`src/logic/sttt_pkg.sv`:
```
package sttt_pkg;

  // ------------------------------------------------------------
  // Register byte offsets
  // ------------------------------------------------------------
  localparam logic [7:0] OFF_CTRL     = 8'h00;
  localparam logic [7:0] OFF_STATE    = 8'h04;
  localparam logic [7:0] OFF_TMO_CFG  = 8'h08;
  localparam logic [7:0] OFF_TMO_TIME = 8'h0c;
  localparam logic [7:0] OFF_TRN_CFG  = 8'h10;
  localparam logic [7:0] OFF_TRN_TIME = 8'h14;
  localparam logic [7:0] OFF_STATUS   = 8'h18;
  localparam logic [7:0] OFF_MASK     = 8'h1c;
  localparam logic [7:0] OFF_CONFLICT = 8'h20;
  localparam int         STAGE_STRIDE = 32'h0000_0040;

  // ------------------------------------------------------------
  // Field positions and reset values
  // ------------------------------------------------------------
  localparam int          NUM_CH       = 4;
  localparam int          CTRL_MODE_LO = 0;
  localparam int          CTRL_STAGE   = 2;
  localparam int          ST_CLK_LO    = 0;
  localparam int          ST_SENSE     = 2;
  localparam int          ST_EDGE_LO   = 3;
  localparam int          ST_QUAL_LO   = 8;
  localparam int          QUAL_W       = 3;
  localparam int          TM_SRC_LO    = 0;
  localparam int          TM_COND_LO   = 2;
  localparam int          TR_SRC_LO    = 0;
  localparam int          TR_LONGER    = 2;
  localparam int          TR_FALL      = 3;
  localparam int          TR_LOW_LO    = 4;
  localparam int          TR_HIGH_LO   = 6;
  localparam int          STAT_W       = 3;
  localparam logic [31:0] TIME_RESET   = 32'h0000_0064;
  localparam logic [1:0]  RESP_OKAY    = 2'b00;
  localparam logic [1:0]  RESP_SLVERR  = 2'b10;

  // ------------------------------------------------------------
  // Enumerations
  // ------------------------------------------------------------
  typedef enum logic [1:0] {
    MODE_OFF     = 2'b00,
    MODE_STATE   = 2'b01,
    MODE_TIMEOUT = 2'b10,
    MODE_TRANS   = 2'b11
  } sttt_mode_t;

  typedef enum logic [2:0] {
    QUAL_LOW          = 3'b000,
    QUAL_HIGH         = 3'b001,
    QUAL_IGNORE_LEVEL = 3'b010,
    QUAL_RISE         = 3'b011,
    QUAL_FALL         = 3'b100
  } sttt_qual_t;

  typedef enum logic [1:0] {
    EDGE_RISE = 2'b00,
    EDGE_FALL = 2'b01,
    EDGE_BOTH = 2'b10
  } sttt_edge_t;

  typedef enum logic [1:0] {
    TMO_HIGH      = 2'b00,
    TMO_LOW       = 2'b01,
    TMO_NO_CHANGE = 2'b10
  } sttt_tmo_t;

  typedef enum logic [1:0] {
    TRN_IDLE = 2'b00,
    TRN_TIME = 2'b01,
    TRN_DONE = 2'b10
  } sttt_trn_state_t;

  // One stage's complete setting set
  typedef struct packed {
    logic [31:0] state_cfg;
    logic [31:0] tmo_cfg;
    logic [31:0] tmo_time;
    logic [31:0] trn_cfg;
    logic [31:0] trn_time;
  } sttt_stage_t;

  // Lower and upper comparator bits of each channel
  typedef struct packed {
    logic [NUM_CH-1:0] lo;
    logic [NUM_CH-1:0] hi;
  } sttt_cmp_t;

endpackage

```
`src/logic/sttt_trigger.sv`:
```
// The register addresses and the AXI4-Lite interface to the registers are this design's own decisions.
`timescale 1ns/1ns
// Summary of operation
// - State mode clock is one selectable channel, one through four.
// - Each channel holds a qualifier: low, high, ignore_level, rising or falling.
// - Flag a conflict when the clock channel has a non-ignore qualifier.
// - AND sense: trigger on clock edge when the whole pattern matches.
// - NAND sense: trigger on clock edge when the pattern does not match.
// - Pattern is evaluated on rising, falling or both clock edges.
// - Two independent setting sets, first_stage and second_stage, chosen by index.
// - Timeout high: trigger once channel stays high longer than the duration.
// - Timeout low: trigger once channel stays low longer than the duration.
// - Timeout no_change: trigger once channel holds any level longer than duration.
// - Timeout detector watches one channel, selectable one through four.
// - Elapsed level time is compared with a programmed duration.
// - Transition mode times edges between lower and upper threshold crossings.
// - longer_than flags slow edges, shorter_than flags fast edges.
// - rise_check examines rising edges only, fall_check falling edges only.
// - Transition limit is programmable; source is one channel of four.
module sttt_trigger
(
  // Clock and reset
  input  wire logic              mclk,
  input  wire logic              resetn,
  // Comparator inputs from the digitizer
  input  wire sttt_pkg::sttt_cmp_t cmp_in,
  // AXI4-Lite write address and data
  input  wire logic [7:0]        s_axi_awaddr,
  input  wire logic              s_axi_awvalid,
  output logic                   s_axi_awready,
  input  wire logic [31:0]       s_axi_wdata,
  input  wire logic [3:0]        s_axi_wstrb,
  input  wire logic              s_axi_wvalid,
  output logic                   s_axi_wready,
  // AXI4-Lite write response
  output logic [1:0]             s_axi_bresp,
  output logic                   s_axi_bvalid,
  input  wire logic              s_axi_bready,
  // AXI4-Lite read
  input  wire logic [7:0]        s_axi_araddr,
  input  wire logic              s_axi_arvalid,
  output logic                   s_axi_arready,
  output logic [31:0]            s_axi_rdata,
  output logic [1:0]             s_axi_rresp,
  output logic                   s_axi_rvalid,
  input  wire logic              s_axi_rready,
  // Trigger results
  output logic                   trig_pulse,
  output logic                   irq
);

  localparam int N = sttt_pkg::NUM_CH;

  // ------------------------------------------------------------
  // Input synchronisers
  // ------------------------------------------------------------
  sttt_pkg::sttt_cmp_t cmp_meta;
  sttt_pkg::sttt_cmp_t cmp_sync;
  sttt_pkg::sttt_cmp_t cmp_prev;

  // Two stages since the comparators are asynchronous to mclk
  always_ff @(posedge mclk)
  begin
    if (!resetn)
    begin
      cmp_meta <= '0;
      cmp_sync <= '0;
      cmp_prev <= '0;
    end
    else
    begin
      cmp_meta <= cmp_in;
      cmp_sync <= cmp_meta;
      cmp_prev <= cmp_sync;
    end
  end

  // ------------------------------------------------------------
  // Configuration registers
  // ------------------------------------------------------------
  logic [31:0]        ctrl;
  sttt_pkg::sttt_stage_t stage [2];
  logic [sttt_pkg::STAT_W-1:0] status;
  logic [sttt_pkg::STAT_W-1:0] mask;
  logic [sttt_pkg::STAT_W-1:0] ev;

  // Active setting set, chosen by the stage index
  sttt_pkg::sttt_stage_t act;
  sttt_pkg::sttt_mode_t  mode;
  assign act  = stage[ctrl[sttt_pkg::CTRL_STAGE]];
  assign mode = sttt_pkg::sttt_mode_t'(ctrl[sttt_pkg::CTRL_MODE_LO +: 2]);

  // ------------------------------------------------------------
  // AXI4-Lite slave
  // ------------------------------------------------------------
  logic [7:0]  aw_q;
  logic [31:0] w_q;
  logic [3:0]  ws_q;
  logic        aw_have;
  logic        w_have;
  logic        do_write;
  logic        wr_ok;
  logic [7:0]  wr_off;
  logic        wr_stg;

  assign do_write = aw_have && w_have && !s_axi_bvalid;
  assign wr_stg   = aw_q[6];
  assign wr_off   = {2'b00, aw_q[5:0]};

  // Address and data are taken in either order, then answered
  always_ff @(posedge mclk)
  begin
    if (!resetn)
    begin
      aw_have       <= 1'b0;
      w_have        <= 1'b0;
      aw_q          <= '0;
      w_q           <= '0;
      ws_q          <= '0;
      s_axi_awready <= 1'b0;
      s_axi_wready  <= 1'b0;
      s_axi_bvalid  <= 1'b0;
      s_axi_bresp   <= sttt_pkg::RESP_OKAY;
    end
    else
    begin
      s_axi_awready <= !aw_have && !s_axi_awready && s_axi_awvalid;
      s_axi_wready  <= !w_have && !s_axi_wready && s_axi_wvalid;
      if (s_axi_awvalid && s_axi_awready)
      begin
        aw_have <= 1'b1;
        aw_q    <= s_axi_awaddr;
      end
      if (s_axi_wvalid && s_axi_wready)
      begin
        w_have <= 1'b1;
        w_q    <= s_axi_wdata;
        ws_q   <= s_axi_wstrb;
      end
      if (do_write)
      begin
        aw_have      <= 1'b0;
        w_have       <= 1'b0;
        s_axi_bvalid <= 1'b1;
        s_axi_bresp  <= wr_ok ? sttt_pkg::RESP_OKAY : sttt_pkg::RESP_SLVERR;
      end
      else if (s_axi_bready)
        s_axi_bvalid <= 1'b0;
    end
  end

  // Decode of writable words; unmapped offsets answer SLVERR
  always_comb
  begin
    wr_ok = 1'b0;
    if (aw_q[7] == 1'b0)
    begin
      if (aw_q[6])
        wr_ok = wr_off inside {sttt_pkg::OFF_STATE, sttt_pkg::OFF_TMO_CFG,
                               sttt_pkg::OFF_TMO_TIME, sttt_pkg::OFF_TRN_CFG,
                               sttt_pkg::OFF_TRN_TIME};
      else
        wr_ok = wr_off inside {sttt_pkg::OFF_CTRL, sttt_pkg::OFF_STATE,
                               sttt_pkg::OFF_TMO_CFG, sttt_pkg::OFF_TMO_TIME,
                               sttt_pkg::OFF_TRN_CFG, sttt_pkg::OFF_TRN_TIME,
                               sttt_pkg::OFF_STATUS, sttt_pkg::OFF_MASK};
    end
  end

  // Byte-lane merge of the staged write data
  function automatic logic [31:0] merge(input logic [31:0] old_v);
    logic [31:0] r;
    r = old_v;
    for (int b = 0; b < 4; b++)
      if (ws_q[b])
        r[8*b +: 8] = w_q[8*b +: 8];
    return r;
  endfunction

  // Control and both stage setting sets
  always_ff @(posedge mclk)
  begin
    if (!resetn)
    begin
      ctrl <= '0;
      mask <= '0;
      for (int s = 0; s < 2; s++)
      begin
        stage[s].state_cfg <= 32'h0000_0000;
        stage[s].tmo_cfg   <= 32'h0000_0000;
        stage[s].tmo_time  <= sttt_pkg::TIME_RESET;
        stage[s].trn_cfg   <= 32'h0000_0000;
        stage[s].trn_time  <= sttt_pkg::TIME_RESET;
      end
    end
    else if (do_write && wr_ok)
    begin
      case (wr_off)
        sttt_pkg::OFF_CTRL:     ctrl <= merge(ctrl);
        sttt_pkg::OFF_MASK:     mask <= sttt_pkg::STAT_W'(merge(32'(mask)));
        sttt_pkg::OFF_STATE:    stage[wr_stg].state_cfg <= merge(stage[wr_stg].state_cfg);
        sttt_pkg::OFF_TMO_CFG:  stage[wr_stg].tmo_cfg   <= merge(stage[wr_stg].tmo_cfg);
        sttt_pkg::OFF_TMO_TIME: stage[wr_stg].tmo_time  <= merge(stage[wr_stg].tmo_time);
        sttt_pkg::OFF_TRN_CFG:  stage[wr_stg].trn_cfg   <= merge(stage[wr_stg].trn_cfg);
        sttt_pkg::OFF_TRN_TIME: stage[wr_stg].trn_time  <= merge(stage[wr_stg].trn_time);
        default:                ctrl <= ctrl;
      endcase
    end
  end

  // ------------------------------------------------------------
  // State mode
  // ------------------------------------------------------------
  logic [1:0] clk_sel;
  logic       clk_rise;
  logic       clk_fall;
  logic       clk_edge;
  logic [N-1:0] ch_ok;
  logic [N-1:0] ch_conf;
  logic       pat_match;
  logic       state_hit;
  sttt_pkg::sttt_edge_t edge_sel;

  assign clk_sel  = act.state_cfg[sttt_pkg::ST_CLK_LO +: 2];
  assign edge_sel = sttt_pkg::sttt_edge_t'(act.state_cfg[sttt_pkg::ST_EDGE_LO +: 2]);
  assign clk_rise = cmp_sync.hi[clk_sel] && !cmp_prev.hi[clk_sel];
  assign clk_fall = !cmp_sync.hi[clk_sel] && cmp_prev.hi[clk_sel];

  // Clock edge qualifier; unknown codes never fire
  always_comb
  begin
    case (edge_sel)
      sttt_pkg::EDGE_RISE: clk_edge = clk_rise;
      sttt_pkg::EDGE_FALL: clk_edge = clk_fall;
      sttt_pkg::EDGE_BOTH: clk_edge = clk_rise || clk_fall;
      default:             clk_edge = 1'b0;
    endcase
  end

  // Per-channel pattern term; the clock channel takes no part
  for (genvar c = 0; c < N; c++)
  begin : g_pat
    sttt_pkg::sttt_qual_t q;
    logic now_v;
    logic was_v;
    logic ok_v;
    assign q     = sttt_pkg::sttt_qual_t'(act.state_cfg[sttt_pkg::ST_QUAL_LO
                                                         + sttt_pkg::QUAL_W*c +: 3]);
    assign now_v = cmp_sync.hi[c];
    assign was_v = cmp_prev.hi[c];
    assign ch_conf[c] = (clk_sel == 2'(c)) && (q != sttt_pkg::QUAL_IGNORE_LEVEL);
    // Local term keeps each process the only writer of its variable
    always_comb
    begin
      case (q)
        sttt_pkg::QUAL_LOW:          ok_v = !now_v;
        sttt_pkg::QUAL_HIGH:         ok_v = now_v;
        sttt_pkg::QUAL_IGNORE_LEVEL: ok_v = 1'b1;
        sttt_pkg::QUAL_RISE:         ok_v = now_v && !was_v;
        sttt_pkg::QUAL_FALL:         ok_v = !now_v && was_v;
        default:                     ok_v = 1'b0;
      endcase
      if (clk_sel == 2'(c))
        ok_v = 1'b1;
    end
    assign ch_ok[c] = ok_v;
  end

  assign pat_match = &ch_ok;
  // Sense bit low is AND, high is NAND
  assign state_hit = clk_edge && (act.state_cfg[sttt_pkg::ST_SENSE] ? !pat_match
                                                                   : pat_match);

  // ------------------------------------------------------------
  // Timeout mode
  // ------------------------------------------------------------
  logic [1:0]  tm_src;
  logic        tm_lvl;
  logic        tm_prev_lvl;
  logic [31:0] tm_cnt;
  logic        tm_fired;
  logic        tm_qual;
  logic        tm_hit;
  sttt_pkg::sttt_tmo_t tm_cond;

  assign tm_src      = act.tmo_cfg[sttt_pkg::TM_SRC_LO +: 2];
  assign tm_cond     = sttt_pkg::sttt_tmo_t'(act.tmo_cfg[sttt_pkg::TM_COND_LO +: 2]);
  assign tm_lvl      = cmp_sync.hi[tm_src];
  assign tm_prev_lvl = cmp_prev.hi[tm_src];

  // Level that keeps the timer running
  always_comb
  begin
    case (tm_cond)
      sttt_pkg::TMO_HIGH:      tm_qual = tm_lvl;
      sttt_pkg::TMO_LOW:       tm_qual = !tm_lvl;
      sttt_pkg::TMO_NO_CHANGE: tm_qual = (tm_lvl == tm_prev_lvl);
      default:                 tm_qual = 1'b0;
    endcase
  end

  // Fires once per stretch, when the count reaches the duration
  assign tm_hit = (mode == sttt_pkg::MODE_TIMEOUT) && tm_qual && !tm_fired
                  && (tm_cnt >= act.tmo_time);

  // Elapsed cycles at a constant level, saturating
  always_ff @(posedge mclk)
  begin
    if (!resetn || mode != sttt_pkg::MODE_TIMEOUT || !tm_qual)
    begin
      tm_cnt   <= '0;
      tm_fired <= 1'b0;
    end
    else
    begin
      if (tm_cnt != 32'hffff_ffff)
        tm_cnt <= tm_cnt + 32'h0000_0001;
      if (tm_hit)
        tm_fired <= 1'b1;
    end
  end

  // ------------------------------------------------------------
  // Transition mode
  // ------------------------------------------------------------
  logic [1:0]  tr_src;
  logic        tr_fall_sel;
  logic        tr_start;
  logic        tr_end;
  logic        tr_abort;
  logic [31:0] tr_cnt;
  logic        tr_hit;
  sttt_pkg::sttt_trn_state_t tr_state;

  assign tr_src      = act.trn_cfg[sttt_pkg::TR_SRC_LO +: 2];
  assign tr_fall_sel = act.trn_cfg[sttt_pkg::TR_FALL];
  // Rising: leaves the lower level, reaches the upper one; falling mirrored
  assign tr_start = tr_fall_sel ? (!cmp_sync.hi[tr_src] && cmp_prev.hi[tr_src])
                                : (cmp_sync.lo[tr_src] && !cmp_prev.lo[tr_src]);
  assign tr_end   = tr_fall_sel ? (!cmp_sync.lo[tr_src] && cmp_prev.lo[tr_src])
                                : (cmp_sync.hi[tr_src] && !cmp_prev.hi[tr_src]);
  // Edge turned back across its starting threshold
  assign tr_abort = tr_fall_sel ? cmp_sync.hi[tr_src] : !cmp_sync.lo[tr_src];

  // Edge timer between the two threshold crossings
  always_ff @(posedge mclk)
  begin
    if (!resetn || mode != sttt_pkg::MODE_TRANS)
    begin
      tr_state <= sttt_pkg::TRN_IDLE;
      tr_cnt   <= '0;
      tr_hit   <= 1'b0;
    end
    else
    begin
      tr_hit <= 1'b0;
      case (tr_state)
        sttt_pkg::TRN_IDLE:
        begin
          tr_cnt <= 32'h0000_0001;
          if (tr_start && tr_end)
            tr_hit <= !act.trn_cfg[sttt_pkg::TR_LONGER];
          else if (tr_start)
            tr_state <= sttt_pkg::TRN_TIME;
        end
        sttt_pkg::TRN_TIME:
        begin
          if (tr_cnt != 32'hffff_ffff)
            tr_cnt <= tr_cnt + 32'h0000_0001;
          if (tr_end)
          begin
            // Slow edges already fired at the limit below
            tr_hit   <= !act.trn_cfg[sttt_pkg::TR_LONGER] && (tr_cnt < act.trn_time);
            tr_state <= sttt_pkg::TRN_IDLE;
          end
          else if (tr_abort)
            tr_state <= sttt_pkg::TRN_IDLE;
          else if (act.trn_cfg[sttt_pkg::TR_LONGER] && tr_cnt == act.trn_time)
          begin
            tr_hit   <= 1'b1;
            tr_state <= sttt_pkg::TRN_DONE;
          end
        end
        sttt_pkg::TRN_DONE:
          if (tr_end || tr_abort)
            tr_state <= sttt_pkg::TRN_IDLE;
        default:
          tr_state <= sttt_pkg::TRN_IDLE;
      endcase
    end
  end

  // ------------------------------------------------------------
  // Trigger output, status and interrupt
  // ------------------------------------------------------------
  assign ev = {tr_hit, tm_hit, (mode == sttt_pkg::MODE_STATE) && state_hit};

  // Single-cycle trigger pulse
  always_ff @(posedge mclk)
  begin
    if (!resetn)
      trig_pulse <= 1'b0;
    else
      trig_pulse <= |ev;
  end

  // Sticky status, write one to clear; a new event wins over the clear
  always_ff @(posedge mclk)
  begin
    if (!resetn)
      status <= '0;
    else if (do_write && wr_ok && wr_off == sttt_pkg::OFF_STATUS && ws_q[0])
      status <= (status & ~w_q[sttt_pkg::STAT_W-1:0]) | ev;
    else
      status <= status | ev;
  end

  // Level interrupt from unmasked status
  always_ff @(posedge mclk)
  begin
    if (!resetn)
      irq <= 1'b0;
    else
      irq <= |(status & mask);
  end

  // ------------------------------------------------------------
  // Read channel
  // ------------------------------------------------------------
  logic [31:0] rd_val;
  logic        rd_ok;
  logic [7:0]  rd_off;
  sttt_pkg::sttt_stage_t rs;

  assign rd_off = {2'b00, s_axi_araddr[5:0]};
  assign rs     = stage[s_axi_araddr[6]];

  // Read decode; conflict word shows state of the active stage, not the addressed one
  always_comb
  begin
    rd_val = '0;
    rd_ok  = !s_axi_araddr[7];
    case (rd_off)
      sttt_pkg::OFF_CTRL:     rd_val = ctrl;
      sttt_pkg::OFF_STATE:    rd_val = rs.state_cfg;
      sttt_pkg::OFF_TMO_CFG:  rd_val = rs.tmo_cfg;
      sttt_pkg::OFF_TMO_TIME: rd_val = rs.tmo_time;
      sttt_pkg::OFF_TRN_CFG:  rd_val = rs.trn_cfg;
      sttt_pkg::OFF_TRN_TIME: rd_val = rs.trn_time;
      sttt_pkg::OFF_STATUS:   rd_val = 32'(status);
      sttt_pkg::OFF_MASK:     rd_val = 32'(mask);
      sttt_pkg::OFF_CONFLICT: rd_val = {31'h0000_0000, |ch_conf};
      default:                rd_ok  = 1'b0;
    endcase
  end

  // One read at a time, answered the cycle after the address is taken
  always_ff @(posedge mclk)
  begin
    if (!resetn)
    begin
      s_axi_arready <= 1'b0;
      s_axi_rvalid  <= 1'b0;
      s_axi_rdata   <= '0;
      s_axi_rresp   <= sttt_pkg::RESP_OKAY;
    end
    else
    begin
      s_axi_arready <= s_axi_arvalid && !s_axi_arready && !s_axi_rvalid;
      if (s_axi_arvalid && s_axi_arready)
      begin
        s_axi_rvalid <= 1'b1;
        s_axi_rdata  <= rd_ok ? rd_val : 32'h0000_0000;
        s_axi_rresp  <= rd_ok ? sttt_pkg::RESP_OKAY : sttt_pkg::RESP_SLVERR;
      end
      else if (s_axi_rready)
        s_axi_rvalid <= 1'b0;
    end
  end

endmodule
```
`config.mk`:
```
export PLATFORM = sky130hd
export DESIGN_NAME = sttt_trigger
export DESIGN_NICKNAME = d
export VERILOG_FILES = /design/src/logic/sttt_pkg.sv /design/src/logic/sttt_trigger.sv
export SDC_FILE = /design/constraint.sdc
export NUM_CORES = 1
export LEC_CHECK = 0
export ABC_AREA = 1
export ABC_CLOCK_PERIOD_IN_PS = 2600
export BUFFER_PORTS_ARGS = -buffer_cell sky130_fd_sc_hd__buf_4
export CAP_MARGIN = 20
export CELL_PAD_IN_SITES_DETAIL_PLACEMENT = 1
export CELL_PAD_IN_SITES_GLOBAL_PLACEMENT = 1
export CORE_AREA = 2 2 286 288
export CTS_BUF_LIST = sky130_fd_sc_hd__clkbuf_4 sky130_fd_sc_hd__clkbuf_8
export CTS_CLUSTER_DIAMETER = 50
export DETAILED_ROUTE_END_ITERATION = 12
export DIE_AREA = 0 0 288 290
export GPL_TIMING_DRIVEN = 0
export PLACE_DENSITY = 0.6
export SYNTH_ARGS = -nofsm -noshare
export SYNTH_HDL_FRONTEND = slang
export SYNTH_SLANG_ARGS = --single-unit
export TNS_END_PERCENT = 30
```
`constraint.sdc`:
```
create_clock -name mclk -period 2.6 [get_ports mclk]
set_input_delay 0.26 -clock mclk [delete_from_list [all_inputs] [get_ports mclk]]
set_output_delay 0.26 -clock mclk [all_outputs]
set_load 0.02 [all_outputs]
```
# Word-level counts from Yosys, hierarchy flattened
# Memories as Yosys holds them, arrays and structs flattened. A register that Yosys moved wholly into a read port is not among the register bits.
# Index checks and enable logic that the tools add are counted.
[totals] ram_bits=320 elab_cells=407 mem_count=1 in_bits=67 reg_bits=219 output_inout_bits=43
[op_classes] n_mux=162 bitwise_logic=6 magnitude_cmp=5 n_addsub=2 n_reduce_logical=122 n_eq_ne=77
[memory_table] name="stage" words=2 word_bits=160 read_ports=2 rd_clocked_by_memory_dff=1 wr=2 line="sttt_trigger.sv:82" text="sttt_pkg::sttt_stage_t stage [2];"
[ops] op="2-to-1 mux 8 bit" n=80
[ops] op="one-hot mux 32 bit (9 select lines)" n=1
[ops] op="2-to-1 mux 160 bit" n=1
[ops] op="OR reduction 160 bit" n=1
[ops] op="inequality test 4 bit, second input constant" n=21
[ops] op="adder 32 x 1 -> 32 bit, second input constant" n=2
[ops] op="2-to-1 mux 32 bit" n=2
[ops] op="inequality test 32 bit, second input constant" n=2
[ops] op="one-hot mux 32 bit (2 select lines)" n=1
[ops] op="2-to-1 mux 1 bit" n=51
[ops] op="== test 6 x 5 -> 1 bit, second input constant" n=8
[ops] op="AND reduction 2 bit" n=21
[ops] op="logical AND 1 bit" n=40
[ops] op="== test 32 bit" n=1
[ops] op="greater-or-equal comparator 32 bit" n=1
[ops] op="less-than comparator 32 bit" n=1
[ops] op="logical NOT 1 bit" n=28
[ops] op="== test 3 x 2 -> 1 bit, second input constant" n=8
[ops] op="== test 6 x 4 -> 1 bit, second input constant" n=4
[ops] op="2-to-1 mux 20 bit" n=1
[ops] op="one-hot mux 1 bit (5 select lines)" n=4
[ops] op="binary-select mux 1 bit (select 2 bit)" n=8
[ops] op="logical NOT 8 bit" n=2
[ops] op="2-to-1 mux 2 bit" n=8
[ops] op="other kinds (30)" n=77

# Longest topological paths before layout
# Gate-level depths: netlist of the first run.
[depth] ltp_word=11 depth_mapped=21 ltp_nobuf=17

# Worst setup path after synthesis of the first run
# OpenSTA, ideal clock, no wires.
[synth_path] path_kind="reg-to-reg" from="register (tool-made name)" to="register trig_pulse" period_less_slack_ps=2747 setup_slack_ps=-147 path_stages_with_launch=18 setup_ps=57 n_path_buf=5 arrival_time_ps=2690 t_required_ps=2543 cell_sequence="dfxtp_1 buf_2 buf_2 buf_2 buf_2 buf_1 o21ai_0 ha_1 nand2_1 nor2_1 nand2_1 nor4_1 nand4_1 nand4_1 nand2_1 nand3_1 nand2_1 inv_1"
[synth_lines] item="end signal, assigned" line="sttt_trigger.sv:404" text="trig_pulse <= |ev;"
[synth_lines] item="end, declared" line="sttt_trigger.sv:48" text="output logic trig_pulse,"

==> impl_metrics.toml, run 1 <==
[status]
outcome = "complete, but fails checks"
failed_checks = "negative setup slack"

[power_and_ir_drop]
p_seq_frac = 0.464
p_int_uw = 14800
p_sw_frac = 0.264
comb_power_share = 0.075
irDropWorstVdd_v = 0.000410
pwr-share-clk = 0.460
power_switching_uw = 5310
p_leak_uw = 0.0126
power_density_mw_per_mm2 = 585

[worst_setup_path]
critPathKind = "reg2reg"
worstPathArrival_ns = 3.58
crit_path_start_kind = "register"
r2r_slack_ns = -0.35
cp-end-kind = "register"
cp_max_fo = 5
cp.required_ns = 3.23

[synth]
ys_seq_area_frac = 0.532
avgSynthCellArea_um2 = 8.54
yosysUniqueCellTypes = 52
synth_edf_count = 320
syn_area_mm2 = 0.0263
yosys_most_used_dff = "edfxtp_1"
synth_warnings = 0
ys_ff_latch = 538
synth-async-reset-ratio = 0
syn_inst = 3074

[route]
drt_iter0_drc = 2140
drt-vias-per-instance = 5.45
drc_errors = 0
drt_wl_total_um = 123000
first_pass_iters = 5
vias = 25100
ant_nets = 0
wire_per_inst_um = 26.8

[floorplanning]
ios = 110
dieArea_mm2 = 0.0835
die_height_um = 290
fp-row-count = 104
core-area_mm2 = 0.0802
dieWidth_um = 288
start_util = 0.328

[clocking]
cts-root-buf = "clkbuf_8"
cts.reportedPaths.clkPinSlew_ns = 0.06
cts_buffers = 103
h-tree-depth = 3
cts_buffer_depth = 3
cts_sinks = 538
insertion_delay_ns = 0.77
cts_tree = "built"

[global_route]
grt_pass1_wl_um = 175000
grt.overflow.total = 0
grt_usage = 0.289
grt_pass1_vias = 25400
grt_antenna_before_repair = 8
grt_max_degree = 18

[final_layout]
drive_gt1_frac = 0.207
final_common_cell = "nand2_1"
syn_to_final_growth_pct = 31.1
fin_cells = 4596
final_cell_mix = "661 x nand2_1, 363 x nor2_1, 320 x edfxtp_1, 294 x a21oi_1, 211 x dfxtp_1"
nNetsFinal = 3580
final_core_util = 0.429

[sta]
hold_viol_final = 0
tightest_slew_ns = 1.24
finalSetupViolations = 360
fmax_ghz = 0.339
rsz0062_at_grt = "yes"
relSlewSlack = 0.173
finalClockSkew_ns = 0.0674
tns_ns = -23.29
final.setup.worst_slack_ns = -0.354
period_needed_ns = 2.95
slew_violations = 0
finalCritPeriodShare = 1.14

[place]
gp_congestion = 0.915
dp.cells = 4247
io_buffers = 106
place_hpwl_um = 89300

[min_path]
min_from = "s_axi_araddr[4]"
hold_path_class = "in2reg"

[flow_run]
cap_viol_max_count = 0
-- cell families (layout without fill, tap and decap cells) --
| group | Yosys count | in the layout | share of synthesized area |
|---|---|---|---|
| AO/OA/AOI/OAI | 611 | 611 | 0.124 |
| XOR/XNOR | 32 | 32 | 0.0107 |
| adder cells (fa/ha/maj) | 68 | 68 | 0.0324 |
| buffers and inverters | 385 | 844 | 0.0588 |
| flip-flops | 538 | 538 | 0.532 |
| multiplexers | 46 | 46 | 0.0175 |
| other | 1 | 4 | 0.000143 |
| AND/OR/NAND/NOR | 1393 | 1393 | 0.224 |
-- synth_stat cells (20+ instances only) --
master,instances,area (um2)
a21oi_1,304,1520
buf_2,30,150
clkbuf_1,82,308
clkinv_1,36,135
dfxtp_1,218,4360
edfxtp_1,320,9610
ha_1,68,851
inv_1,211,792
mux2i_1,46,460
nand2_1,723,2710
nand3_1,64,320
nand4_1,36,225
nor2_1,411,1540
nor3_1,76,380
nor4_1,20,125
o21ai_0,228,1140
-- power groups by stage --
| stage | clock network, uW | registers [uW] | logic [uW] |
|---|---|---|---|
| after floorplan | 0 | 9470 | 575 |
| after global placement | 0 | 9500 | 1150 |
| after detailed placement | 0 | 9510 | 1180 |
| after CTS | 9360 | 9350 | 1420 |
| after global routing | 9710 | 9370 | 1590 |
| final | 9280 | 9360 | 1510 |
-- worst paths after layout --
check / end / depth (start not counted)
setup / recovery: trig_pulse / 16
hold / removal: s_axi_rdata[0] / 6
setup reg to reg: trig_pulse / 16
hold reg to reg: cmp_sync[7] / 2
-- sequential cells by signal, indices dropped and copies added (netlist names), 2 cells and up, named ones only --
signal / cells
ctrl: 32
status: 3
cmp_sync: 8
aw_q: 8
cmp_prev: 8
cmp_meta: 8
ws_q: 4
tr_cnt: 32
tr_state: 2
tm_cnt: 32
stage: 320
s_axi_rdata: 32
mask: 3
w_q: 32
-- timing repair --
action | CTS | global route
endpoints found under the setup margin | 606 | 574
hold endpoints to repair | 59 | 0
pin swaps | 35 | 44
gates resized for setup | 373 | 130
hold buffers | 58 | 0
buffers inserted | 62 | 29
cloned | 6 | 1
-- through the flow --
stage               power, uW  area [um2]  setup slack, ns  hold slack (ns)
floorplan               10000       26300          -0.0158            0.358
global placement        10700       28400            -1.77            0.420
detailed placement      10700       28500            -1.83            0.413
CTS                     20100       33600           -0.305           0.0845
global route            20700       34400           -0.421            0.155
finish                  20100       34400           -0.354            0.140
-- worst max-delay path, cell delays in order, from the launching register on --
cell	delay [ns]
dfxtp_2	0.34
buf_6	0.13
buf_8	0.13
buf_12	0.14
buf_12	0.15
buf_16	0.17
mux2i_2	0.40
ha_1	0.31
nand2_1	0.12
o21a_1	0.14
nor2_1	0.04
o211ai_1	0.19
nand4_1	0.17
nand2_2	0.15
nand3_2	0.10
nand2_2	0.07
inv_2	0.05
-- cell type report --
cell class,instances,area (um2)
fillers,9314,45700
clock buffers,149,1800
plain buffers,130,853
inverters,255,996
well taps,1060,1330
clock inverters,45,463
diodes,2,5.00
multi-input cells,2152,12300
repair buffers,265,2680
flip-flops and latches,538,14000
-- per-layer routing --
metal  up-vias  share of wire  global-route usage
met1     12500           0.41               0.375
li1      11200              -                   -
met2      1041           0.46               0.472
met4         8          0.047               0.120
met5         -        0.00040                   0
met3       304          0.075              0.0529
Note: power is estimated with default switching activity, not from simulation.
==> inputs of run 2 (changes only) <==
--- a/config.mk
+++ b/config.mk
@@ -5,19 +5,19 @@
 export SDC_FILE = /design/constraint.sdc
 export NUM_CORES = 1
 export LEC_CHECK = 0
-export ABC_AREA = 1
+export ABC_AREA = 0
 export ABC_CLOCK_PERIOD_IN_PS = 2600
 export BUFFER_PORTS_ARGS = -buffer_cell sky130_fd_sc_hd__buf_4
 export CAP_MARGIN = 20
 export CELL_PAD_IN_SITES_DETAIL_PLACEMENT = 1
 export CELL_PAD_IN_SITES_GLOBAL_PLACEMENT = 1
-export CORE_AREA = 2 2 286 288
+export CORE_AREA = 5 5 284 286
 export CTS_BUF_LIST = sky130_fd_sc_hd__clkbuf_4 sky130_fd_sc_hd__clkbuf_8
 export CTS_CLUSTER_DIAMETER = 50
 export DETAILED_ROUTE_END_ITERATION = 12
-export DIE_AREA = 0 0 288 290
+export DIE_AREA = 0 0 289 291
 export GPL_TIMING_DRIVEN = 0
-export PLACE_DENSITY = 0.6
+export PLACE_DENSITY = 0.57
 export SYNTH_ARGS = -nofsm -noshare
 export SYNTH_HDL_FRONTEND = slang
 export SYNTH_SLANG_ARGS = --single-unit
==> impl_metrics.toml, run 2 <==
[status]
outcome = "complete, but fails checks"
failed_checks = "negative setup slack"

[synth]
synth_top_family_by_area = "simple AND/OR/NAND/NOR gates"
synth.area.mux_share = 0.112
yosys.area_share.adder = 0.0335
ys_ff_latch = 538
avgSynthCellArea_um2 = 11.2
synth_edf_count = 320
syn_inst = 2259
synth-async-reset-ratio = 0
synth_warnings = 0
ys_seq_area_frac = 0.551
synth.largest_area_cell = "edfxtp_1"
synth-simple-area-share = 0.160
synth_compound_area_frac = 0.0969
synthTopCellsByCount = "320 x edfxtp_1, 273 x nor2_1, 218 x dfxtp_1, 207 x nand2_1, 199 x mux2i_1"
yosys_most_used_dff = "edfxtp_1"
syn_area_mm2 = 0.0254
synth.top_cell.area_share = 0.379
synthTopCellsByArea = "edfxtp_1 38%, dfxtp_1 17%, mux2i_1 7.9%"
synth.most_common_cell = "edfxtp_1"
synth_xor_area_frac = 0.0211
yosysUniqueCellTypes = 75

[worst_setup_path]
path_depth = 11
cp_slowest_stage_delay_ns = 0.42
cp-end-kind = "register"
worstReg2RegEnd = "tr_hit"
rr_worst_depth = 11
worstPathArrival_ns = 3.90
r2r_slack_ns = -0.70
cp.required_ns = 3.19
critPathTopFamily = "simple AND/OR/NAND/NOR gates"
crit_path_cell_trace = "buf_12 > clkbuf_16 > buf_16 > mux2i_4 > ha_4 > and3_1 > nand4_1 > or3_4 > or4_4 > or3_1 > a211oi_2"
crit_path_top_delay_cell = "or4_4"
endpoint = "tr_hit"
crit_buf_inv = 3
critPathKind = "reg2reg"
crit_path_start_kind = "register"
cp_max_fo = 6

[floorplanning]
core-area_mm2 = 0.0781
die_height_um = 291
dieWidth_um = 289
start_util = 0.325
ios = 110
dieArea_mm2 = 0.0841
fp-row-count = 103

[sta]
relSlewSlack = 0.309
slew_violations = 0
tightest_slew_ns = 1.04
finalClockSkew_ns = 0.0599
timing.hold.ws_ns = 0.102
finalCritPeriodShare = 1.27
period_needed_ns = 3.30
final.setup.worst_slack_ns = -0.705
hold_viol_final = 0
rsz0062_at_grt = "yes"
fmax_ghz = 0.303
finalSetupViolations = 76

[place]
dp.cells = 3445
io_buffers = 103
place_hpwl_um = 78400
gp_congestion = 0.936

[final_layout]
largest_reg_flops = 320
seqCellArea_mm2 = 0.0140
nFillCells = 8532
drive_gt1_frac = 0.231
top_register = "stage"
syn_to_final_growth_pct = 27.9
nNetsFinal = 2748
fin_cells = 3747
final_cell_mix = "320 x edfxtp_1, 251 x nor2_1, 216 x dfxtp_1, 204 x nand2_1, 169 x buf_4"
multiInputGateArea_mm2 = 0.0119
final_core_util = 0.415
final_common_cell = "edfxtp_1"

[global_route]
grt_pass1_wl_um = 145000
grt_pass1_vias = 20500
grt_antenna_before_repair = 5
use_met3 = 0.0452
grt_usage = 0.236
grt.overflow.total = 0
met1_usage = 0.316
grt.busiest_layer = "met2"
met2_usage = 0.391
grt_max_degree = 17

[power_and_ir_drop]
power_density_mw_per_mm2 = 580
p_leak_uw = 0.0115
irDropWorstVdd_v = 0.000384
p_total_uw = 18800

[route]
ant_nets = 0
first_pass_iters = 5
drt-vias-per-instance = 5.40
vias = 20200
drc_errors = 0
wire_per_inst_um = 27.3
drt_wl_total_um = 102000
drt_iter0_drc = 1724

[min_path]
hold_path_class = "in2reg"
min_from = "s_axi_araddr[5]"

[clocking]
h-tree-depth = 3
insertion_delay_ns = 0.74
cts_buffer_depth = 3
cts_sinks = 538
cts_buffers = 96
cts-root-buf = "clkbuf_8"
cts_tree = "built"
cts.reportedPaths.clkPinSlew_ns = 0.06

[flow_run]
cap_viol_max_count = 0
[run 2: worst register-to-register path: cells and delay by family (launching register included)]
family,cells,cell delay (ns)
buffers and inverters,3,0.45
muxes,1,0.38
DFF,1,0.38
AOI/OAI and AO/OA,1,0.22
adders and majority gates,1,0.19
and+or+nand+nor,5,1.56
[run 2: routing by layer]
| metal | vias up | share of wire | wire (um) |
|---|---|---|---|
| li1 | 9005 | - | - |
| met3 | 146 | 0.075 | 7700 |
| met1 | 10300 | 0.42 | 43100 |
| met5 | - | 0.00037 | 38 |
| met4 | 4 | 0.026 | 2670 |
| met2 | 744 | 0.48 | 48800 |
[run 2: worst min-delay path by stage]
stage | to | slack (ns) | cells past startpoint
floorplan | cmp_meta[0] | 0.39 | 1
global placement | cmp_sync[4] | 0.43 | 1
detailed placement | cmp_sync[4] | 0.42 | 1
CTS | s_axi_rdata[0] | 0.06 | 4
global route | s_axi_rdata[0] | 0.11 | 4
finish | s_axi_rdata[0] | 0.10 | 4
[run 2: area by class of cell]
class                           count  share of cell area
Tap cell                         1050              0.0405
Antenna cell                        2            0.000154
Timing Repair Buffer              259              0.0708
Inverter                           19             0.00220
Multi-Input combinational cell   1572               0.367
Sequential cell                   538               0.431
Clock buffer                      147              0.0539
Clock inverter                     33             0.00779
Buffer                            127              0.0266
[run 2: metrics by stage]
step	area (um2)	setup TNS, ns	worst slack (ns)
2_1_floorplan	25500	-12.15	-0.482
3_3_place_gp	27600	-529.21	-1.95
3_5_place_dp	27800	-438.13	-1.69
4_1_cts	31700	-29.16	-0.832
5_1_grt	32400	-25.33	-0.800
6_report	32400	-15.70	-0.705
[run 2: where the power goes]
part | internal [uW] | switching (uW) | leakage, uW | total [uW]
combinational | 481 | 674 | 0.00537 | 1160
sequential | 9210 | 172 | 0.00503 | 9380
clock | 4460 | 3830 | 0.00106 | 8290
total | 14100 | 4680 | 0.0115 | 18800
[run 2: cells by family after synthesis]
group	after synthesis
and+or+nand+nor	831
DFF	538
AOI/OAI and AO/OA	357
muxes	253
buffers and inverters	150
adders and majority gates	68
xor gates and xnor gates	61
other	1
[run 2: what timing repair did]
item	4_1_cts	5_1_grt
pin swaps	23	35
hold buffers	69	0
endpoints found under the setup margin	690	269
cloned	1	3
setup buffers	34	15
gates resized for setup	241	107
hold endpoints to repair	59	0
